<file path="src/iobf_consts.svh">
// Constants for the I/O block and interrupt forwarding enable registers.
`ifndef IOBF_CONSTS_SVH
`define IOBF_CONSTS_SVH

// ****************************************************************
// Register indices; the byte address of each is four times the index.
// ****************************************************************
`define IOBF_IDX_W 10
`define IOBF_IDX_BLK_LO 10'h1D4
`define IOBF_IDX_BLK_HI 10'h1D5
`define IOBF_IDX_IRQ 10'h1DE

// ****************************************************************
// Field widths and reset values.
// ****************************************************************
`define IOBF_BLK_LO_W 8
`define IOBF_BLK_HI_W 4
`define IOBF_IRQ_W 8
`define IOBF_BLK_N 12
`define IOBF_RST_BLK_LO 8'h01
`define IOBF_RST_BLK_HI 4'h0
`define IOBF_RST_IRQ 8'h00
`define IOBF_EN_OFF 1'b0
`define IOBF_EN_ON 1'b1

// ****************************************************************
// Inclusive I/O port ranges, one pair per enable bit.
// ****************************************************************
`define IOBF_B0_LO 16'h0080
`define IOBF_B0_HI 16'h0080
`define IOBF_B1_LO 16'h0100
`define IOBF_B1_HI 16'h01CF
`define IOBF_B2_LO 16'h0200
`define IOBF_B2_HI 16'h02E7
`define IOBF_B3_LO 16'h02E8
`define IOBF_B3_HI 16'h02EF
`define IOBF_B4_LO 16'h02F0
`define IOBF_B4_HI 16'h02F7
`define IOBF_B5_LO 16'h02F8
`define IOBF_B5_HI 16'h02FF
`define IOBF_B6_LO 16'h0300
`define IOBF_B6_HI 16'h0377
`define IOBF_B7_LO 16'h0378
`define IOBF_B7_HI 16'h03E7
`define IOBF_B8_LO 16'h03E8
`define IOBF_B8_HI 16'h03EF
`define IOBF_B9_LO 16'h03F0
`define IOBF_B9_HI 16'h03F7
`define IOBF_B10_LO 16'h03F8
`define IOBF_B10_HI 16'h03FF
`define IOBF_B11_LO 16'h0400
`define IOBF_B11_HI 16'h0AFF

`endif

</file>
<file path="src/iobf_pkg.sv">
// Types shared by the forwarding enable block.
package iobf_pkg;

  // ****************************************************************
  // I/O cycle lookup request and decision.
  // ****************************************************************
  typedef struct packed {
    logic valid;
    logic claimed;
    logic [15:0] addr;
  } iobf_io_req_t;

  typedef struct packed {
    logic valid;
    logic forward;
    logic [15:0] addr;
  } iobf_io_dec_t;

endpackage

</file>
<file path="src/iobf_top.sv">
// Forwarding enable registers and decisions for the expansion bus bridge.
//
// Implementation choice: the APB interface to the registers.
`timescale 1ns/100ps
`include "iobf_consts.svh"

// Overview of operation
// Each I/O port block has an enable; set means cycles cross both ways.
// Every enable bit: zero disables forwarding, one enables it.
// Low register bit 7 gates ports 0x378 to 0x3E7.
// Low register bit 6 gates ports 0x300 to 0x377.
// Low register bit 5 gates ports 0x2F8 to 0x2FF.
// Low register bit 4 gates ports 0x2F0 to 0x2F7.
// Low register bit 3 gates ports 0x2E8 to 0x2EF.
// Low register bit 2 gates ports 0x200 to 0x2E7.
// Low register bit 1 gates ports 0x100 to 0x1CF.
// Low register bit 0 gates the single port 0x080.
// The port 0x080 enable is set after reset.
// High register bit 3 gates ports 0x400 to 0xAFF.
// High register bit 2 gates ports 0x3F8 to 0x3FF.
// High register bit 1 gates ports 0x3F0 to 0x3F7.
// High register bit 0 gates ports 0x3E8 to 0x3EF.
// High register bits 7 to 4 are reserved and do nothing.
// Ports claimed by on-board devices are not forwarded.
// Each legacy interrupt has an enable gating it onto serial IRQ.
// Interrupt enable bits 7..0 map to lines 11,10,9,7,6,5,4,3.
// All enable registers stay readable and writable at run time.
// Software checks an interrupt is unassigned before enabling it.
// A cleared enable forwards no cycle and propagates no interrupt.

module iobf_top #(
  parameter int APB_AW = 12,
  parameter int IRQ_N = 8
) (
  input wire logic ref_clk,
  input wire logic sys_rst,
  input wire logic psel,
  input wire logic penable,
  input wire logic pwrite,
  input wire logic [APB_AW-1:0] paddr,
  input wire logic [31:0] pwdata,
  output logic [31:0] prdata,
  output logic pready,
  output logic pslverr,
  input wire iobf_pkg::iobf_io_req_t io_req,
  output iobf_pkg::iobf_io_dec_t io_dec,
  input wire logic [IRQ_N-1:0] exp_irq,
  output logic [IRQ_N-1:0] serirq_irq
);

  // ****************************************************************
  // Elaboration checks.
  // ****************************************************************

  // The register indices need ten address bits above the byte lane.
  if (APB_AW < `IOBF_IDX_W + 2) begin : g_aw_chk
    $error("APB_AW too small for the register map");
  end

  // The interrupt register holds exactly one bit per forwarded line.
  if (IRQ_N != `IOBF_IRQ_W) begin : g_irq_chk
    $error("IRQ_N must equal the interrupt register width");
  end

  // ****************************************************************
  // Functions.
  // ****************************************************************

  // Inclusive range test used for every port block.
  function automatic logic in_range(input logic [15:0] a,
                                    input logic [15:0] lo,
                                    input logic [15:0] hi);
    in_range = (a >= lo) && (a <= hi);
  endfunction

  // Hit vector in enable order: bits 7..0 low register, 11..8 high.
  function automatic logic [`IOBF_BLK_N-1:0] block_hits(
      input logic [15:0] a);
    logic [`IOBF_BLK_N-1:0] h;
    h = '0;
    h[0] = in_range(a, `IOBF_B0_LO, `IOBF_B0_HI);
    h[1] = in_range(a, `IOBF_B1_LO, `IOBF_B1_HI);
    h[2] = in_range(a, `IOBF_B2_LO, `IOBF_B2_HI);
    h[3] = in_range(a, `IOBF_B3_LO, `IOBF_B3_HI);
    h[4] = in_range(a, `IOBF_B4_LO, `IOBF_B4_HI);
    h[5] = in_range(a, `IOBF_B5_LO, `IOBF_B5_HI);
    h[6] = in_range(a, `IOBF_B6_LO, `IOBF_B6_HI);
    h[7] = in_range(a, `IOBF_B7_LO, `IOBF_B7_HI);
    h[8] = in_range(a, `IOBF_B8_LO, `IOBF_B8_HI);
    h[9] = in_range(a, `IOBF_B9_LO, `IOBF_B9_HI);
    h[10] = in_range(a, `IOBF_B10_LO, `IOBF_B10_HI);
    h[11] = in_range(a, `IOBF_B11_LO, `IOBF_B11_HI);
    block_hits = h;
  endfunction

  // Word index decode of the APB byte address.
  function automatic logic idx_is(input logic [APB_AW-1:0] a,
                                  input logic [`IOBF_IDX_W-1:0] idx);
    idx_is = (a[`IOBF_IDX_W+1:2] == idx) && (a[1:0] == 2'h0);
  endfunction

  // ****************************************************************
  // Registers.
  // ****************************************************************

  logic [`IOBF_BLK_LO_W-1:0] blk_lo_r;
  logic [`IOBF_BLK_HI_W-1:0] blk_hi_r;
  logic [`IOBF_IRQ_W-1:0] irq_en_r;
  logic [31:0] prdata_r;
  logic pready_r;
  logic pslverr_r;
  iobf_pkg::iobf_io_dec_t io_dec_r;
  iobf_pkg::iobf_io_dec_t io_dec_nxt;
  logic [IRQ_N-1:0] irq_meta_r;
  logic [IRQ_N-1:0] irq_sync_r;
  logic [IRQ_N-1:0] serirq_irq_r;

  logic sel_lo;
  logic sel_hi;
  logic sel_irq;
  logic mapped;
  logic setup_ph;
  logic wr_done;
  logic [`IOBF_BLK_N-1:0] blk_en;
  logic [`IOBF_BLK_N-1:0] req_hits;
  logic [31:0] rd_mux;

  // ****************************************************************
  // APB decode.
  // ****************************************************************

  // Address, direction and data are held by the master all transfer.
  assign sel_lo = idx_is(paddr, `IOBF_IDX_BLK_LO);
  assign sel_hi = idx_is(paddr, `IOBF_IDX_BLK_HI);
  assign sel_irq = idx_is(paddr, `IOBF_IDX_IRQ);
  assign mapped = sel_lo | sel_hi | sel_irq;
  assign setup_ph = psel & ~penable;
  // A write lands only at the edge where the access completes.
  assign wr_done = psel & penable & pready_r & pwrite & mapped;

  // Read mux; unused and reserved bits read as zero.
  always_comb begin
    rd_mux = 32'h0000_0000;
    if (sel_lo) begin
      rd_mux[`IOBF_BLK_LO_W-1:0] = blk_lo_r;
    end
    if (sel_hi) begin
      rd_mux[`IOBF_BLK_HI_W-1:0] = blk_hi_r;
    end
    if (sel_irq) begin
      rd_mux[`IOBF_IRQ_W-1:0] = irq_en_r;
    end
  end

  // Every access takes exactly one wait-free access cycle; pready is
  // raised at the edge ending setup so it can come from a flip-flop.
  always_ff @(posedge ref_clk or posedge sys_rst) begin
    if (sys_rst) begin
      pready_r <= 1'b0;
    end else begin
      pready_r <= setup_ph;
    end
  end

  // Read data and error are prepared alongside pready.
  always_ff @(posedge ref_clk or posedge sys_rst) begin
    if (sys_rst) begin
      prdata_r <= 32'h0000_0000;
      pslverr_r <= 1'b0;
    end else if (setup_ph) begin
      prdata_r <= pwrite ? 32'h0000_0000 : rd_mux;
      pslverr_r <= ~mapped;
    end else begin
      prdata_r <= 32'h0000_0000;
      pslverr_r <= 1'b0;
    end
  end

  // ****************************************************************
  // Enable registers.
  // ****************************************************************

  // Block enables; only port 0x080 is forwarded out of reset.
  always_ff @(posedge ref_clk or posedge sys_rst) begin
    if (sys_rst) begin
      blk_lo_r <= `IOBF_RST_BLK_LO;
    end else if (wr_done && sel_lo) begin
      blk_lo_r <= pwdata[`IOBF_BLK_LO_W-1:0];
    end
  end

  // Upper four bits are not stored, so writes to them are lost.
  always_ff @(posedge ref_clk or posedge sys_rst) begin
    if (sys_rst) begin
      blk_hi_r <= `IOBF_RST_BLK_HI;
    end else if (wr_done && sel_hi) begin
      blk_hi_r <= pwdata[`IOBF_BLK_HI_W-1:0];
    end
  end

  // Interrupt enables; the bridge cannot tell whether a line is already
  // owned elsewhere, so that check is left to software.
  always_ff @(posedge ref_clk or posedge sys_rst) begin
    if (sys_rst) begin
      irq_en_r <= `IOBF_RST_IRQ;
    end else if (wr_done && sel_irq) begin
      irq_en_r <= pwdata[`IOBF_IRQ_W-1:0];
    end
  end

  // ****************************************************************
  // I/O cycle forwarding decision.
  // ****************************************************************

  // One enable per block, same order as the hit vector.
  assign blk_en = {blk_hi_r, blk_lo_r};
  assign req_hits = block_hits(io_req.addr);

  // An enable of one lets the block through, zero blocks it.
  always_comb begin
    io_dec_nxt.valid = io_req.valid;
    io_dec_nxt.addr = io_req.addr;
    io_dec_nxt.forward = 1'b0;
    if (io_req.valid && !io_req.claimed) begin
      io_dec_nxt.forward = |(req_hits & blk_en);
    end
  end

  // Decision is registered; it follows the request by one cycle.
  always_ff @(posedge ref_clk or posedge sys_rst) begin
    if (sys_rst) begin
      io_dec_r <= '0;
    end else begin
      io_dec_r <= io_dec_nxt;
    end
  end

  // ****************************************************************
  // Interrupt forwarding.
  // ****************************************************************

  // Expansion bus lines are asynchronous; two stages before use.
  always_ff @(posedge ref_clk or posedge sys_rst) begin
    if (sys_rst) begin
      irq_meta_r <= '0;
      irq_sync_r <= '0;
    end else begin
      irq_meta_r <= exp_irq;
      irq_sync_r <= irq_meta_r;
    end
  end

  // Bit n of the enable gates input n; order is 11,10,9,7,6,5,4,3.
  always_ff @(posedge ref_clk or posedge sys_rst) begin
    if (sys_rst) begin
      serirq_irq_r <= '0;
    end else begin
      serirq_irq_r <= irq_sync_r & irq_en_r;
    end
  end

  // ****************************************************************
  // Outputs.
  // ****************************************************************

  assign prdata = prdata_r;
  assign pready = pready_r;
  assign pslverr = pslverr_r;
  assign io_dec = io_dec_r;
  assign serirq_irq = serirq_irq_r;

  // Helper: enabled blocks hit by the current lookup address.
  logic [`IOBF_BLK_N-1:0] chk_en_hits;
  assign chk_en_hits = block_hits(io_req.addr) & blk_en;
endmodule

</file>
<file path="config.mk">
export PLATFORM = sky130hd
export DESIGN_NAME = iobf_top
export DESIGN_NICKNAME = d
export VERILOG_FILES = /design/src/iobf_pkg.sv /design/src/iobf_top.sv
export VERILOG_INCLUDE_DIRS = /design/src
export SDC_FILE = /design/constraint.sdc
export NUM_CORES = 1
export LEC_CHECK = 0
export ABC_AREA = 1
export BUFFER_PORTS_ARGS = -buffer_cell sky130_fd_sc_hd__buf_2
export CAP_MARGIN = 20
export CORE_MARGIN = 10
export CORE_UTILIZATION = 43
export CTS_CLUSTER_SIZE = 28
export DETAILED_ROUTE_END_ITERATION = 10
export GPL_TIMING_DRIVEN = 1
export PLACE_DENSITY = 0.76
export SLEW_MARGIN = 20
export SYNTH_ARGS = -nofsm -noshare
export SYNTH_HDL_FRONTEND = slang
export SYNTH_SLANG_ARGS = --single-unit
</file>
<file path="constraint.sdc">
create_clock -name ref_clk -period 2.1 [get_ports ref_clk]
set_input_delay 0.42 -clock ref_clk [delete_from_list [all_inputs] [get_ports ref_clk]]
set_output_delay 0.42 -clock ref_clk [all_outputs]
set_load 0.02 [all_outputs]
</file>
==> summary.txt <==
Outcome - finished, final reports clean
Hold Crit Class - input pin to asynchronous set/reset pin
Root buf cell - clkbuf_8
Yosys cell types - 32
Largest net degree at the start of global routing - 26
Largest family of logic cells by synthesized area - simple AND/OR/NAND/NOR gates
I/O Buffers - 86
Cell Pwr Density - 705 mW/mm²
Core ar. - 0.00729 mm²
Worst-Margin Slew - 595 ps
# resized after CTS - 0
FF+latch area - 0.00180 mm²
Antenna-violating nets left - 0
Hold WS - 132 ps
Max frequency - 0.651 GHz
Clk slew on worst S/H paths - 80 ps
Initial Utilization - 44.4%
Fin nets - 540
Max Slew Vio Count - 0
Drt drc - 0
First-pass GRT wire length - 12.5 mm
Multiplexer share of the synthesized area - 1.93%
Max H-tree Level - 3
Setup Fix Bufs, Post-CTS - 0
Element type at the critical path end - register
CP cell instances - nand3_1 > nor2_1 > nand4_2 > o21ai_1 > inv_1
Post-synthesis adder-cell area fraction - 0%
Maximum clock path buffer count - 2
Syn_area_per_cell - 8.73 µm²
CTS Buf Count - 9
RSZ-0062 raised after global routing - no
Mapped Area - 0.00324 mm²
Via density - 4.42
Setup TNS Final - 0 ps
Worst rel slew slack - 60.2%
Period utilisation layout - 73.1%
Area of the multi-input gates - 0.00107 mm²
DP HPWL - 6.04 mm
Via Count - 2516
Grt total ovfl - 0
Die W - 107 µm
Worst path slowest cell - nand4_2
Tmin final - 1540 ps
I/O pins - 135
Sequential fraction of the synthesis area - 55.6%
Area growth, synth to finish - 20.8%
Xor and xnor area share after synthesis - 0%
Die ar. - 0.0114 mm²
CP Class - register to register
Number of DRC markers in iteration 0 - 105
Worst EP required - 2330 ps
Filler cells - 710
Drt total wl - 7.67 mm
First-pass DRT Iterations - 5
Clock latency on the worst-skew pair - 340 ps
Startpoint Class - register
Final Skew - 11.6 ps
Post-Synth Simple-Gate Area - 22.3%
Diodes inserted - 0
Worst vdd ir - 0.000397 V
# Max-Cap Violations - 0
GRT Overall Usage - 13.6%
Crit-path max FO - 15
Synth Area in Compound Gates - 6.14%
Leakage - 0.00221 µW
Initial antenna violation count - 0
Worst path arrival time - 1760 ps
Endpoints failing hold - 0
Synthesized flop and latch total - 72
CTS Sinks - 72
Synth warn - 0
Row count - 31
Post-Syn Instances - 371
Crit path largest cell delay - 410 ps
Cts hold-fix bufs - 0
Number of global-route vias before repair - 2676
CTS tree - built
Layout cells sized above 1 - 25.7%
WL per Instance - 13.5 µm
Final setup viols - 0
Die Ht - 107 µm
RD Place Congestion - 0.857
layout by cell type (no fill, tap or decap), types with 2 or more instances in the layout:
| cell | n |
|---|---|
| inv_1 | 62 |
| buf_12 | 2 |
| dfrtp_1 | 71 |
| o21ai_1 | 7 |
| nor2_2 | 2 |
| conb_1 | 24 |
| nand4_1 | 7 |
| nor2_1 | 50 |
| clkinvlp_4 | 3 |
| nand3_2 | 3 |
| nand2_1 | 78 |
| o21ai_0 | 19 |
| mux2_4 | 2 |
| a21oi_1 | 8 |
| mux2_2 | 2 |
| buf_2 | 86 |
| nand4_2 | 2 |
| clkbuf_8 | 9 |
| nor3_1 | 3 |
| nand3_1 | 12 |
cell usage after synthesis, drive strengths merged:
library cell	n	area share [%]
o21ai	26	4.0
a21oi	8	1.2
mux2i	1	0.31
a211oi	1	0.23
o211ai	1	0.23
o21bai	1	0.23
nor2	53	6.5
inv	64	7.4
mux2	4	1.6
buf	28	6.4
nand3	15	2.8
conb	1	0.12
nor3	4	0.77
or2	1	0.19
dfstp	1	0.81
nor4	1	0.66
a31oi	1	0.19
nand2	79	9.2
dfrtp	71	55
clkinv	1	0.12
nand4	9	2.1
through the flow:
stage / utilization [%] / power, µW / area (µm²) / setup WS (ps) / cells
6_report: 53.7 / 2760 / 3910 / 565 / 569
3_5_place_dp: 51.0 / 1710 / 3720 / 296 / 553
5_1_grt: 53.7 / 2890 / 3910 / 375 / 569
2_1_floorplan: - / 1630 / 3330 / 615 / 394
3_3_place_gp: 51.0 / 1700 / 3720 / 334 / 553
4_1_cts: 53.7 / 2790 / 3910 / 560 / 569
final timing paths:
check                               from             to  slack [ps]  cells after the start
max                               pready    blk_lo_r[4]         560                      5
min                              sys_rst  serirq_irq[5]         130                      2
max reg2reg                       pready    blk_lo_r[4]         560                      5
min reg2reg                irq_meta_r[0]  irq_sync_r[0]         350                      0
max in group asynchronous        sys_rst    blk_lo_r[0]        1380                      3
min in group ref_clk          exp_irq[5]  irq_meta_r[5]         170                      1
flip-flops by register name, summed over array words and instances, names as in the netlist, 4 cells and up:
| register | count |
|---|---|
| prdata | 8 |
| blk_lo_r | 8 |
| irq_en_r | 8 |
| serirq_irq | 8 |
| irq_sync_r | 8 |
| io_dec | 18 |
| blk_hi_r | 4 |
| irq_meta_r | 8 |
logic make-up (layout without fill, tap and decap cells):
logic type / count (synthesis) / in the layout
buffers and inverters: 93 / 169
AO/OA/AOI/OAI: 38 / 38
AND/OR/NAND/NOR: 162 / 162
other: 1 / 24
multiplexers: 5 / 5
flip-flops: 72 / 72
final cells by class:
| cell class | instances | area share [%] |
|---|---|---|
| clock buffers | 10 | 3.26 |
| multi-input cells | 229 | 27.4 |
| well taps | 99 | 3.16 |
| inverters | 65 | 6.33 |
| clock inverters | 6 | 1.73 |
| flip-flops and latches | 72 | 46.1 |
| repair buffers | 88 | 12.0 |
power breakdown:
| group | internal (µW) | switching (µW) |
|---|---|---|
| logic | 73.5 | 179 |
| registers | 1420 | 7.95 |
| clock network | 553 | 525 |
| total | 2050 | 712 |
worst max-delay path: cells and delay by family (launching register included):
| family | cells | cell delay, ps |
|---|---|---|
| flops | 1 | 350 |
| simple gates | 3 | 730 |
| compound gates | 1 | 270 |
| buf+inv | 1 | 70 |
metal layers:
layer / track usage (%) / part of all wire (%) / wire length [µm] / vias to the layer above
li1: - / - / - / 1279
met1: 16.7 / 44 / 3350 / 1145
met2: 21.1 / 46 / 3500 / 87
met3: 5.87 / 9.6 / 733 / 5
met4: 4.45 / 1.0 / 80 / 0
met5: 0 / 0 / 0 / -
Note: power is estimated with default switching activity, not from simulation.
